[src/rtl/tops_pkg.sv]
// Purpose: Constants for the one-shot pulse timer.
// Assumes: One-cycle read latency.
// Notes:   Offsets are word indices on the plain register port.
package tops_pkg;
    // ------------------------------------------------------------
    // Register offsets
    // ------------------------------------------------------------
    localparam logic [3:0] OFS_PWR      = 4'h0;  // Unit power enable
    localparam logic [3:0] OFS_PRESC    = 4'h1;  // Clock prescaler select
    localparam logic [3:0] OFS_NFEN     = 4'h2;  // Input noise filter enable
    localparam logic [3:0] OFS_MMODE    = 4'h3;  // Master mode
    localparam logic [3:0] OFS_SMODE    = 4'h4;  // Slave mode
    localparam logic [3:0] OFS_MDATA    = 4'h5;  // Master delay data
    localparam logic [3:0] OFS_SCAP     = 4'h6;  // Slave capture data
    localparam logic [3:0] OFS_MCNT     = 4'h7;  // Master down counter
    localparam logic [3:0] OFS_SCNT     = 4'h8;  // Slave up counter
    localparam logic [3:0] OFS_OUTCFG   = 4'h9;  // Output mode/level/enable/bit
    localparam logic [3:0] OFS_PORT     = 4'hA;  // Port register and port mode
    localparam logic [3:0] OFS_START    = 4'hB;  // Start trigger (write), enable status (read)
    localparam logic [3:0] OFS_STOP     = 4'hC;  // Stop trigger
    localparam logic [3:0] OFS_SSTAT    = 4'hD;  // Slave status
    localparam logic [3:0] OFS_IRQST    = 4'hE;  // Interrupt status, read clears
    localparam logic [3:0] OFS_IRQMSK   = 4'hF;  // Interrupt mask

    // ------------------------------------------------------------
    // Field positions
    // ------------------------------------------------------------
    localparam int OC_MOM  = 0;  // Master output mode bit
    localparam int OC_SOM  = 1;  // Slave output mode bit
    localparam int OC_MOL  = 2;  // Master output level
    localparam int OC_SOL  = 3;  // Slave output level (polarity)
    localparam int OC_MOE  = 4;  // Master output enable
    localparam int OC_SOE  = 5;  // Slave output enable
    localparam int OC_SOUT = 6;  // Slave output bit
    localparam int PT_PORT = 0;  // Port latch
    localparam int PT_PM   = 1;  // Port mode, 1 = input
    localparam int MD_EDGE = 0;  // Detection edge, 0 rising 1 falling
    localparam int MD_CKS  = 1;  // Operating clock b select
    localparam int PS_A_LO = 0;  // Prescaler a field
    localparam int PS_B_LO = 4;  // Prescaler b field
    localparam int PS_W    = 4;

    // Reset values and counter constants
    localparam logic [6:0] OUTCFG_RST = 7'h00;
    localparam logic [1:0] PORT_RST   = 2'h3;   // Input mode, latch high
    localparam logic [15:0] CNT_ZERO  = 16'h0000;
    localparam logic [15:0] CNT_FULL  = 16'hFFFF;
    localparam logic [15:0] TRIG_ADJ  = 16'h0001; // Load plus edge latency gives +2

    typedef enum logic [1:0] {
        TOPS_IRQ_MASTER = 2'h0,
        TOPS_IRQ_SLAVE  = 2'h1
    } tops_irq_t;
endpackage : tops_pkg

[src/rtl/tops_prescaler_if.sv]
// Purpose: Prescaler to channel strobes.
// Assumes: One clock domain.
// Notes:   Ticks are single-cycle strobes.
interface tops_prescaler_if;
    logic [3:0] sel_a;   // Divider exponent for clock a
    logic [3:0] sel_b;   // Divider exponent for clock b
    logic       run;     // Unit powered
    logic       tick_a;  // Operating clock a strobe
    logic       tick_b;  // Operating clock b strobe
    modport ctl (output sel_a, output sel_b, output run, input tick_a, input tick_b);
    modport div (input sel_a, input sel_b, input run, output tick_a, output tick_b);
endinterface : tops_prescaler_if

[src/rtl/tops_prescaler.sv]
// Purpose: Power-of-two operating clock strobes.
// Assumes: Stopped while unit power is off.
// Notes:   Exponent 0 gives a strobe every cycle.
module tops_prescaler (
    input  wire logic     clk,      // System clock
    input  wire logic     sys_rst,  // Synchronous reset
    tops_prescaler_if.div pif       // Select and strobe group
);
    logic [15:0] div_q;

    // ------------------------------------------------------------
    // Free divider, held at zero while the clock supply is off
    // ------------------------------------------------------------
    always_ff @(posedge clk) begin
        if (sys_rst || !pif.run) begin
            div_q <= 16'h0000;
        end else begin
            div_q <= div_q + 16'h0001;
        end
    end

    function automatic logic tick_of(input logic [15:0] c, input logic [3:0] s);
        logic [15:0] m;
        m = (16'h0001 << s) - 16'h0001;
        return ((c & m) == m);
    endfunction

    // Strobes only while powered
    assign pif.tick_a = pif.run && tick_of(div_q, pif.sel_a);
    assign pif.tick_b = pif.run && tick_of(div_q, pif.sel_b);
endmodule : tops_prescaler

[src/rtl/tops_oneshot.sv]
// Purpose: Two-input one-shot pulse timer: delayed start, captured end.
// Assumes: Pins synchronous to clk.
// Notes:   One master/slave pair per instance.
//
// Added by the designer: the register addresses and the address-and-strobe port.

// How it works
// - Unit off at reset; access to all but the power register refused while power is 0.
// - Power set first; clock runs, writes taken, channels stopped.
// - Master output mode bit is 0.
// - Slave output mode bit is 1; master events govern it.
// - Master level and enable 0; pin Hi-Z in input mode.
// - While stopped, output bit edits set the latch, which reaches the pin when slave output is enabled.
// - Port output mode drives pin at output bit level (when slave output is enabled) ORed with the port latch.
// - Master is channel 0 or 2; slave is channel 3.
// - Delay is master data plus two count periods.
// - Master at zero interrupts, drives active, stops.
// - End edge captures, clears slave count, interrupts, drives inactive.
// - Capture sets overflow flag on counter overflow, else clears.
module tops_oneshot #(
    parameter int MASTER_CH = 0,    // Master channel number
    parameter int SLAVE_CH  = 3,    // Slave channel number
    parameter int CNT_W     = 16    // Counter width
) (
    input  wire logic        clk,          // 125 MHz system clock
    input  wire logic        sys_rst,      // Synchronous reset, high
    input  wire logic [3:0]  reg_addr,     // Register word index
    input  wire logic [15:0] reg_wdata,    // Write data
    input  wire logic        reg_wr,       // Write strobe
    input  wire logic        reg_rd,       // Read strobe
    output logic      [15:0] reg_rdata,    // Read data, cycle after strobe
    input  wire logic        start_trig_in,// Start trigger pin
    input  wire logic        end_trig_in,  // End trigger pin
    output logic             pulse_out,    // Pulse pin output
    output logic             pulse_oe,     // Pulse pin output enable
    output logic             irq           // Level interrupt
);
    // ------------------------------------------------------------
    // Elaboration checks
    // ------------------------------------------------------------
    initial begin
        if (!(MASTER_CH == 0 || MASTER_CH == 2) || SLAVE_CH != 3) begin
            $error("master must be channel 0 or 2 and slave channel 3");
        end
        if (CNT_W != 16) begin
            $error("counter width must be 16");
        end
    end

    // ------------------------------------------------------------
    // Registers
    // ------------------------------------------------------------
    logic        pwr_q;
    logic [7:0]  presc_q;
    logic [1:0]  nfen_q;
    logic [1:0]  mmode_q;
    logic [1:0]  smode_q;
    logic [15:0] mdata_q;
    logic [15:0] scap_q;
    logic [15:0] mcnt_q;
    logic [15:0] scnt_q;
    logic [6:0]  outcfg_q;
    logic [1:0]  port_q;
    logic        en_q;          // Channel pair enable status
    logic        mwait_q;       // Master idle, awaiting start trigger
    logic        mrun_q;        // Master counting down
    logic        sactive_q;     // Slave measuring active period
    logic [1:0]  ovcnt_q;       // Full-count periods this active period
    logic        ovf_q;
    logic [1:0]  irqst_q;
    logic [1:0]  irqmsk_q;
    logic        tout_q;        // Timer output latch
    logic        st_s_q, en_s_q;// Filtered trigger samples
    logic        st_p_q, en_p_q;// Previous samples for edges
    logic [15:0] rdata_q;

    tops_prescaler_if pif();

    tops_prescaler u_presc (
        .clk     (clk),
        .sys_rst (sys_rst),
        .pif     (pif)
    );

    assign pif.sel_a = presc_q[tops_pkg::PS_A_LO +: tops_pkg::PS_W];
    assign pif.sel_b = presc_q[tops_pkg::PS_B_LO +: tops_pkg::PS_W];
    assign pif.run   = pwr_q;

    // ------------------------------------------------------------
    // Access decode
    // ------------------------------------------------------------
    logic wr_ok;
    logic rd_ok;
    assign wr_ok = reg_wr && (pwr_q || reg_addr == tops_pkg::OFS_PWR);
    assign rd_ok = reg_rd && (pwr_q || reg_addr == tops_pkg::OFS_PWR);

    function automatic logic wr_at(input logic ok, input logic [3:0] a,
                                   input logic [3:0] ofs);
        return ok && (a == ofs);
    endfunction

    logic start_sw;
    logic stop_sw;
    assign start_sw = wr_at(wr_ok, reg_addr, tops_pkg::OFS_START) && reg_wdata[0];
    assign stop_sw  = wr_at(wr_ok, reg_addr, tops_pkg::OFS_STOP) && reg_wdata[0];

    // Count clock per channel from its mode clock select
    logic mtick;
    logic stick;
    assign mtick = mmode_q[tops_pkg::MD_CKS] ? pif.tick_b : pif.tick_a;
    assign stick = smode_q[tops_pkg::MD_CKS] ? pif.tick_b : pif.tick_a;

    // ------------------------------------------------------------
    // Power enable
    // ------------------------------------------------------------
    always_ff @(posedge clk) begin
        if (sys_rst) begin
            pwr_q <= 1'b0;
        end else if (wr_at(reg_wr, reg_addr, tops_pkg::OFS_PWR)) begin
            pwr_q <= reg_wdata[0];
        end
    end

    logic unit_clr;
    assign unit_clr = sys_rst || !pwr_q;

    // ------------------------------------------------------------
    // Configuration registers
    // ------------------------------------------------------------
    always_ff @(posedge clk) begin
        if (unit_clr) begin
            presc_q  <= 8'h00;
            nfen_q   <= 2'h0;
            mmode_q  <= 2'h0;
            smode_q  <= 2'h0;
            mdata_q  <= tops_pkg::CNT_ZERO;
            outcfg_q <= tops_pkg::OUTCFG_RST;
            port_q   <= tops_pkg::PORT_RST;
            irqmsk_q <= 2'h0;
        end else begin
            if (wr_at(wr_ok, reg_addr, tops_pkg::OFS_PRESC)) begin
                presc_q <= reg_wdata[7:0];
            end
            if (wr_at(wr_ok, reg_addr, tops_pkg::OFS_NFEN)) begin
                nfen_q <= reg_wdata[1:0];
            end
            // Only edge select may change during operation
            if (wr_at(wr_ok, reg_addr, tops_pkg::OFS_MMODE)) begin
                mmode_q[tops_pkg::MD_EDGE] <= reg_wdata[tops_pkg::MD_EDGE];
                if (!en_q) begin
                    mmode_q[tops_pkg::MD_CKS] <= reg_wdata[tops_pkg::MD_CKS];
                end
            end
            if (wr_at(wr_ok, reg_addr, tops_pkg::OFS_SMODE)) begin
                smode_q[tops_pkg::MD_EDGE] <= reg_wdata[tops_pkg::MD_EDGE];
                if (!en_q) begin
                    smode_q[tops_pkg::MD_CKS] <= reg_wdata[tops_pkg::MD_CKS];
                end
            end
            if (wr_at(wr_ok, reg_addr, tops_pkg::OFS_MDATA) && !en_q) begin
                mdata_q <= reg_wdata;
            end
            if (wr_at(wr_ok, reg_addr, tops_pkg::OFS_OUTCFG) && !en_q) begin
                outcfg_q <= reg_wdata[6:0];
            end
            if (wr_at(wr_ok, reg_addr, tops_pkg::OFS_PORT)) begin
                port_q <= reg_wdata[1:0];
            end
            if (wr_at(wr_ok, reg_addr, tops_pkg::OFS_IRQMSK)) begin
                irqmsk_q <= reg_wdata[1:0];
            end
        end
    end

    // Pair valid with master mode 0, slave mode 1
    logic pair_ok;
    assign pair_ok = !outcfg_q[tops_pkg::OC_MOM] && outcfg_q[tops_pkg::OC_SOM];

    // ------------------------------------------------------------
    // Trigger sampling
    // ------------------------------------------------------------
    always_ff @(posedge clk) begin
        if (unit_clr) begin
            st_s_q <= 1'b0;
            en_s_q <= 1'b0;
            st_p_q <= 1'b0;
            en_p_q <= 1'b0;
        end else begin
            // Filter on: sample once per count clock; off: every cycle
            if (mtick || !nfen_q[0]) begin
                st_s_q <= start_trig_in;
                st_p_q <= st_s_q;
            end
            if (stick || !nfen_q[1]) begin
                en_s_q <= end_trig_in;
                en_p_q <= en_s_q;
            end
        end
    end

    function automatic logic edge_of(input logic cur, input logic prv, input logic fall);
        return fall ? (prv && !cur) : (cur && !prv);
    endfunction

    logic start_edge;
    logic end_edge;
    assign start_edge = edge_of(st_s_q, st_p_q, mmode_q[tops_pkg::MD_EDGE])
                        && (mtick || !nfen_q[0]);
    assign end_edge   = edge_of(en_s_q, en_p_q, smode_q[tops_pkg::MD_EDGE])
                        && (stick || !nfen_q[1]);

    // ------------------------------------------------------------
    // Channel enable status
    // ------------------------------------------------------------
    always_ff @(posedge clk) begin
        if (unit_clr) begin
            en_q <= 1'b0;
        end else if (stop_sw) begin
            en_q <= 1'b0;
        end else if (start_sw) begin
            en_q <= 1'b1;
        end
    end

    // ------------------------------------------------------------
    // Master one-count down counter
    // ------------------------------------------------------------
    logic mdone;
    assign mdone = en_q && mrun_q && mtick && (mcnt_q == tops_pkg::CNT_ZERO);

    always_ff @(posedge clk) begin
        if (unit_clr) begin
            mcnt_q  <= tops_pkg::CNT_ZERO;
            mrun_q  <= 1'b0;
            mwait_q <= 1'b0;
        end else if (!en_q) begin
            mrun_q  <= 1'b0; // Counter holds its value when stopped
            mwait_q <= start_sw;
        end else if ((mwait_q || !mrun_q) && (start_edge || start_sw)) begin
            // Load; first count clock after load is the extra period
            mcnt_q  <= mdata_q + tops_pkg::TRIG_ADJ;
            mrun_q  <= 1'b1;
            mwait_q <= 1'b0;
        end else if (mdone) begin
            mcnt_q <= tops_pkg::CNT_FULL;
            mrun_q <= 1'b0;
        end else if (mrun_q && mtick) begin
            mcnt_q <= mcnt_q - 16'h0001;
        end
    end

    // ------------------------------------------------------------
    // Slave capture up counter and overflow tracking
    // ------------------------------------------------------------
    logic scap_ev;
    assign scap_ev = en_q && sactive_q && end_edge;

    always_ff @(posedge clk) begin
        if (unit_clr) begin
            scnt_q    <= tops_pkg::CNT_ZERO;
            scap_q    <= tops_pkg::CNT_ZERO;
            sactive_q <= 1'b0;
            ovcnt_q   <= 2'h0;
            ovf_q     <= 1'b0;
        end else if (en_q) begin
            if (mdone) begin
                scnt_q    <= tops_pkg::CNT_ZERO; // Master event restarts width
                sactive_q <= 1'b1;
                ovcnt_q   <= 2'h0;
            end else if (scap_ev) begin
                scap_q    <= scnt_q;
                scnt_q    <= tops_pkg::CNT_ZERO;
                sactive_q <= 1'b0;
                ovf_q     <= (ovcnt_q != 2'h0);
            end else if (sactive_q && stick) begin
                scnt_q <= scnt_q + 16'h0001;
                if (scnt_q == tops_pkg::CNT_FULL && ovcnt_q != 2'h3) begin
                    ovcnt_q <= ovcnt_q + 2'h1;
                end
            end
        end
    end

    // ------------------------------------------------------------
    // Timer output latch; only hardware events move it while running
    // ------------------------------------------------------------
    logic act_lvl;
    assign act_lvl = !outcfg_q[tops_pkg::OC_SOL]; // Polarity 1 gives active low

    always_ff @(posedge clk) begin
        if (unit_clr) begin
            tout_q <= 1'b0;
        end else if (en_q && pair_ok && outcfg_q[tops_pkg::OC_SOE]) begin
            if (mdone) begin
                tout_q <= act_lvl;
            end else if (scap_ev) begin
                tout_q <= !act_lvl;
            end
        end else if (wr_at(wr_ok, reg_addr, tops_pkg::OFS_OUTCFG) && !en_q) begin
            tout_q <= reg_wdata[tops_pkg::OC_SOUT]; // Output bit sets the latch
        end
    end

    // ------------------------------------------------------------
    // Pin drive follows port mode
    // ------------------------------------------------------------
    always_ff @(posedge clk) begin
        if (unit_clr) begin
            pulse_oe  <= 1'b0;
            pulse_out <= 1'b0;
        end else begin
            pulse_oe <= !port_q[tops_pkg::PT_PM];
            // Output bit edits while stopped reach the pin through the latch when slave output is enabled
            if (!port_q[tops_pkg::PT_PM]) begin
                pulse_out <= (outcfg_q[tops_pkg::OC_SOE] ? tout_q : 1'b0)
                             | port_q[tops_pkg::PT_PORT];
            end
        end
    end

    // ------------------------------------------------------------
    // Interrupt status, set wins over read clear
    // ------------------------------------------------------------
    logic [1:0] irq_set;
    assign irq_set = {scap_ev, mdone};

    always_ff @(posedge clk) begin
        if (unit_clr) begin
            irqst_q <= 2'h0;
        end else if (rd_ok && reg_addr == tops_pkg::OFS_IRQST) begin
            irqst_q <= irq_set;
        end else begin
            irqst_q <= irqst_q | irq_set;
        end
    end

    always_ff @(posedge clk) begin
        if (unit_clr) begin
            irq <= 1'b0;
        end else begin
            irq <= |((irqst_q | irq_set) & irqmsk_q);
        end
    end

    // ------------------------------------------------------------
    // Read mux; refused and idle reads return zero
    // ------------------------------------------------------------
    always_ff @(posedge clk) begin
        if (sys_rst) begin
            rdata_q <= 16'h0000;
        end else if (!rd_ok) begin
            rdata_q <= 16'h0000;
        end else begin
            unique case (reg_addr)
                tops_pkg::OFS_PWR:    rdata_q <= {15'h0000, pwr_q};
                tops_pkg::OFS_PRESC:  rdata_q <= {8'h00, presc_q};
                tops_pkg::OFS_NFEN:   rdata_q <= {14'h0000, nfen_q};
                tops_pkg::OFS_MMODE:  rdata_q <= {14'h0000, mmode_q};
                tops_pkg::OFS_SMODE:  rdata_q <= {14'h0000, smode_q};
                tops_pkg::OFS_MDATA:  rdata_q <= mdata_q;
                tops_pkg::OFS_SCAP:   rdata_q <= scap_q;
                tops_pkg::OFS_MCNT:   rdata_q <= mcnt_q;
                tops_pkg::OFS_SCNT:   rdata_q <= scnt_q;
                tops_pkg::OFS_OUTCFG: rdata_q <= {8'h00, tout_q, outcfg_q[6:0]};
                tops_pkg::OFS_PORT:   rdata_q <= {14'h0000, port_q};
                tops_pkg::OFS_START:  rdata_q <= {15'h0000, en_q};
                tops_pkg::OFS_STOP:   rdata_q <= 16'h0000;
                tops_pkg::OFS_SSTAT:  rdata_q <= {15'h0000, ovf_q};
                tops_pkg::OFS_IRQST:  rdata_q <= {14'h0000, irqst_q};
                tops_pkg::OFS_IRQMSK: rdata_q <= {14'h0000, irqmsk_q};
            endcase
        end
    end

    assign reg_rdata = rdata_q;
endmodule : tops_oneshot

[config.mk]
export PLATFORM = sky130hd
export DESIGN_NAME = tops_oneshot
export DESIGN_NICKNAME = d
export VERILOG_FILES = /design/src/rtl/tops_pkg.sv /design/src/rtl/tops_prescaler_if.sv /design/src/rtl/tops_prescaler.sv /design/src/rtl/tops_oneshot.sv
export SDC_FILE = /design/constraint.sdc
export NUM_CORES = 1
export LEC_CHECK = 0
export BUFFER_PORTS_ARGS = -buffer_cell sky130_fd_sc_hd__buf_2
export CORE_UTILIZATION = 35
export CTS_CLUSTER_DIAMETER = 40
export DETAILED_ROUTE_END_ITERATION = 6
export PLACE_DENSITY = 0.54
export SETUP_SLACK_MARGIN = 0.1
export SYNTH_ARGS = -nofsm -noshare
export SYNTH_HDL_FRONTEND = slang
export SYNTH_HIERARCHICAL = 1
export SYNTH_SLANG_ARGS = --single-unit
[constraint.sdc]
create_clock -name clk -period 4.1 [get_ports clk]
set_input_delay 0.41 -clock clk [delete_from_list [all_inputs] [get_ports clk]]
set_output_delay 0.41 -clock clk [all_outputs]
set_load 0.02 [all_outputs]
==> qor_table.md <==
| Metric | Reported |
| --- | --- |
| Antenna violations before repair | 0 |
| Total cell area at the placement stage | 8020 um^2 |
| Half-perimeter wire length after placement | 16.5 mm |
| Full die area | 22100 um^2 |
| I/O pins | 45 |
| Global-route track usage on met2 | 0.343 |
| Sequential-to-total area share from yosys stat | 0.367 |
| Syn. warnings | 6 |
| Final-layout worst hold slack | 0.178 ns |
| Most common cell in the synthesized netlist | sky130_fd_sc_hd__nand2_1 |
| Number of iterations in the first detailed-routing pass | 5 |
| Gate count of the mapped netlist | 959 |
| Min-Delay Path Class | in2reg |
| Worst-case register-to-register setup slack | 0.29 ns |
| Origin of the worst setup path | presc_q[7] |
| Result of the run | completed |
| Number of endpoints failing setup at the final stage | 0 |
| Main synth FF type | sky130_fd_sc_hd__dfxtp_1 |
| Yosys reg bits | 138 |
| Hold violation total from the final report | 0 |
| Clock transition at path regs | 0.06 ns |
| Data arrival time of the critical path | 4.16 ns |
| Count of routing violations after the opening detailed-route iteration | 651 |
| Die span in x | 149 um |
| Compound-cell area share of the yosys netlist | 0.212 |
| Footprint of the multi-input gates | 4390 um^2 |
| Main combinational cell family by area after synthesis | simple AND/OR/NAND/NOR gates |
| Area overhead of the layout relative to synthesis | 14.5% |
| Post-synth EDFFs | 0 |
| Wirelength per Cell | 18.2 um |
| Worst-case clock buffer depth | 2 |
| Per-instance average area after synthesis | 7.85 um^2 |
| Worst Hold End | pif.run |
| Worst reg-to-reg path cell count | 15 |
| Transition time at the pin with the least slew margin | 0.926 ns |
| Setup Crit Path Kind | reg2reg |
| Syn nets | 994 |
| Storage element area | 2760 um^2 |
| Vertical die dimension | 149 um |
| Clock Skew | 0.00987 ns |
| Most area-hungry cell type in the Yosys netlist | sky130_fd_sc_hd__dfxtp_1 |
| Port Buf Inserts | 44 |
| Total global routing overflow | 0 |
| Clock Root Buffer | sky130_fd_sc_hd__clkbuf_16 |
| CTS tree | built |
| Gr usage total | 0.218 |
| Worst hold stages | 2 |
| Setup TNS Final | 0 ns |
| Global-route wire length before repair | 37.5 mm |
| Filler cells | 2153 |
| Worst slack at placement | 0.227 ns |
| Floorplan Core Area | 21000 um^2 |
| Startpoint of the most critical register-to-register path | presc_q[7] |
| Number of max-cap violations | 0 |
| Pin count of the biggest net entering global routing | 47 |
| VDD IR max | 0.000279 V |
| Synthesized cell area | 7520 um^2 |
| Max-Slew Margin vs Limit | 0.380 |
| XOR/XNOR Fraction of Synth Area | 0.0431 |
| Yosys cell types | 78 |
| Synthesized-area fraction occupied by and/or/nand/nor cells | 0.268 |
| Reg-to-reg critical path endpoint | scnt_q[15] |
| Post-synth top cells | sky130_fd_sc_hd__nand2_1 (140), sky130_fd_sc_hd__dfxtp_1 (138), sky130_fd_sc_hd__a21oi_1 (97) |
| Number of hold buffers added after CTS | 0 |
| Endpoint class of the critical path | flip-flop |
| Period minus WS final | 3.81 ns |
| GRT Max-Usage Layer | met2 |
| Multiplexer share of the synthesized area | 0.0391 |
| Number of max-slew violations in the final report | 0 |
| Via count of the first global-routing pass | 6731 |
| Clock insertion delay at the later pin of the skew report | 0.43 ns |
| Row Count | 53 |
| Hold Startpoint | sys_rst |
| Power per cell area | 337 nW/um^2 |
| Routability Congestion | 0.902 |
| Remaining DRCs | 0 |
| Count of clock tree sinks | 138 |
| Fraction of layout cells with a size suffix above 1 | 0.139 |
| Final worst slack | 0.289 ns |
| Total number of H-tree levels | 4 |
| Highest achievable clock rate | 262 MHz |
| Top cells by area in the synthesized netlist | sky130_fd_sc_hd__dfxtp_1 (37%), sky130_fd_sc_hd__nand2_1 (7.0%), sky130_fd_sc_hd__a21oi_1 (6.5%), sky130_fd_sc_hd__nor2_1 (4.2%), sky130_fd_sc_hd__mux2i_1 (3.5%) |
| Worst EP required | 4.45 ns |
| Met3 Track Usage GR | 0.0325 |
| Total Nets Final | 1025 |
| Worst-path maximum fanout | 12 |
| Proportion of register bits with asynchronous set or reset after synthesis | 0 |
| Total detailed-routing wirelength | 23.2 mm |
| Unrepaired setup endpoints after global routing | yes |
| Final period util | 0.929 |
| Diodes inserted | 0 |
| Total power draw | 0.00291 W |
| Leakage power summed over all cells | 2.77 nW |
| Initial Util | 0.358 |
| Routed via count | 7174 |
| Critical Path Start Type | flip-flop |
| Drt via density | 5.62 |
| Post-synthesis adder-cell area fraction | 0.0150 |
| Met1 global-route usage | 0.301 |
| Num CTS Buffers | 17 |
| Yosys top cell area share | 0.367 |
| Finished layout cell area | 8620 um^2 |
| Antenna Nets Post-Route | 0 |
through the flow:
step / cells / utilization
detailed placement: 1246 / 0.381
CTS: 1277 / 0.408
global route: 1277 / 0.410
finish: 1277 / 0.410
floorplan: 959 / -
global placement: 1246 / 0.381
registers in the layout, summed over array words and instances, names as in the netlist, 2 cells and up:
signal	cells
irqmsk_q	2
irqst_q	2
mcnt_q	16
mdata_q	16
mmode_q	2
nfen_q	2
outcfg_q	7
ovcnt_q	2
port_q	2
presc_q	8
reg_rdata	16
scap_q	16
scnt_q	16
smode_q	2
u_presc/div_q	15
metal layers:
metal	wire (um)	share of wire
met2	10500	0.45
met3	1130	0.049
met1	11100	0.48
met5	0	0
met4	472	0.020
cell families after synthesis:
group	after synthesis
AND/OR/NAND/NOR	408
AO/OA/AOI/OAI	246
flip-flops	138
buffers and inverters	92
XOR/XNOR	37
multiplexers	29
adder cells (fa/ha/maj)	9
power by group:
| part | switching, W | internal (W) |
|---|---|---|
| registers | 0.000000650 | 0.00134 |
| clock network | 0.000624 | 0.000876 |
| logic | 0.0000469 | 0.0000196 |
worst max-delay path, stage by stage (launching register included):
cell and delay, ns:
sky130_fd_sc_hd__dfxtp_1 0.32, sky130_fd_sc_hd__nor3_2 0.22, sky130_fd_sc_hd__nand2_1 0.09, sky130_fd_sc_hd__ha_1 0.27, sky130_fd_sc_hd__nand2_1 0.12, sky130_fd_sc_hd__a21boi_1 0.19, sky130_fd_sc_hd__o32ai_1 0.10, sky130_fd_sc_hd__a221o_1 0.31
sky130_fd_sc_hd__a2111oi_4 0.35, sky130_fd_sc_hd__mux2_2 0.24, sky130_fd_sc_hd__nand3_1 0.22, sky130_fd_sc_hd__nor4_4 0.36, sky130_fd_sc_hd__buf_4 0.28, sky130_fd_sc_hd__o311ai_2 0.16, sky130_fd_sc_hd__or3_1 0.37, sky130_fd_sc_hd__a21oi_1 0.13
what timing repair did:
action	CTS	global route
gates resized for setup	0	7
endpoints found under the setup margin	0	46
setup buffers	0	0
cell usage in the layout (no fill, tap or decap), types with 14 or more instances in the layout:
| cell | instances |
|---|---|
| sky130_fd_sc_hd__a21oi_1 | 97 |
| sky130_fd_sc_hd__a22oi_1 | 29 |
| sky130_fd_sc_hd__buf_2 | 44 |
| sky130_fd_sc_hd__buf_4 | 31 |
| sky130_fd_sc_hd__clkbuf_16 | 17 |
| sky130_fd_sc_hd__dfxtp_1 | 138 |
| sky130_fd_sc_hd__inv_1 | 29 |
| sky130_fd_sc_hd__mux2i_1 | 25 |
| sky130_fd_sc_hd__nand2_1 | 140 |
| sky130_fd_sc_hd__nand3_1 | 45 |
| sky130_fd_sc_hd__nand4_1 | 21 |
| sky130_fd_sc_hd__nor2_1 | 85 |
| sky130_fd_sc_hd__nor3_1 | 26 |
| sky130_fd_sc_hd__o21ai_0 | 37 |
| sky130_fd_sc_hd__or3_1 | 14 |
| sky130_fd_sc_hd__xnor2_1 | 17 |
| sky130_fd_sc_hd__xor2_1 | 20 |
worst max-delay path by stage:
stage                             to  slack, ns  cells after the start
after floorplan            scap_q[6]       0.19                     16
after global placement    ovcnt_q[0]       0.32                     15
after detailed placement  scnt_q[15]       0.23                     15
after CTS                 scnt_q[15]       0.20                     15
after global routing      ovcnt_q[0]       0.03                     15
final                     scnt_q[15]       0.29                     15
area by class of cell:
class | count | area share
clock buffer | 20 | 0.0542
multi-input combinational | 729 | 0.509
clock inverter | 11 | 0.0113
sequential | 138 | 0.321
timing repair buffer | 75 | 0.0526
inverter | 29 | 0.0126
tap | 275 | 0.0399
Power figures use the tool's default switching activity.
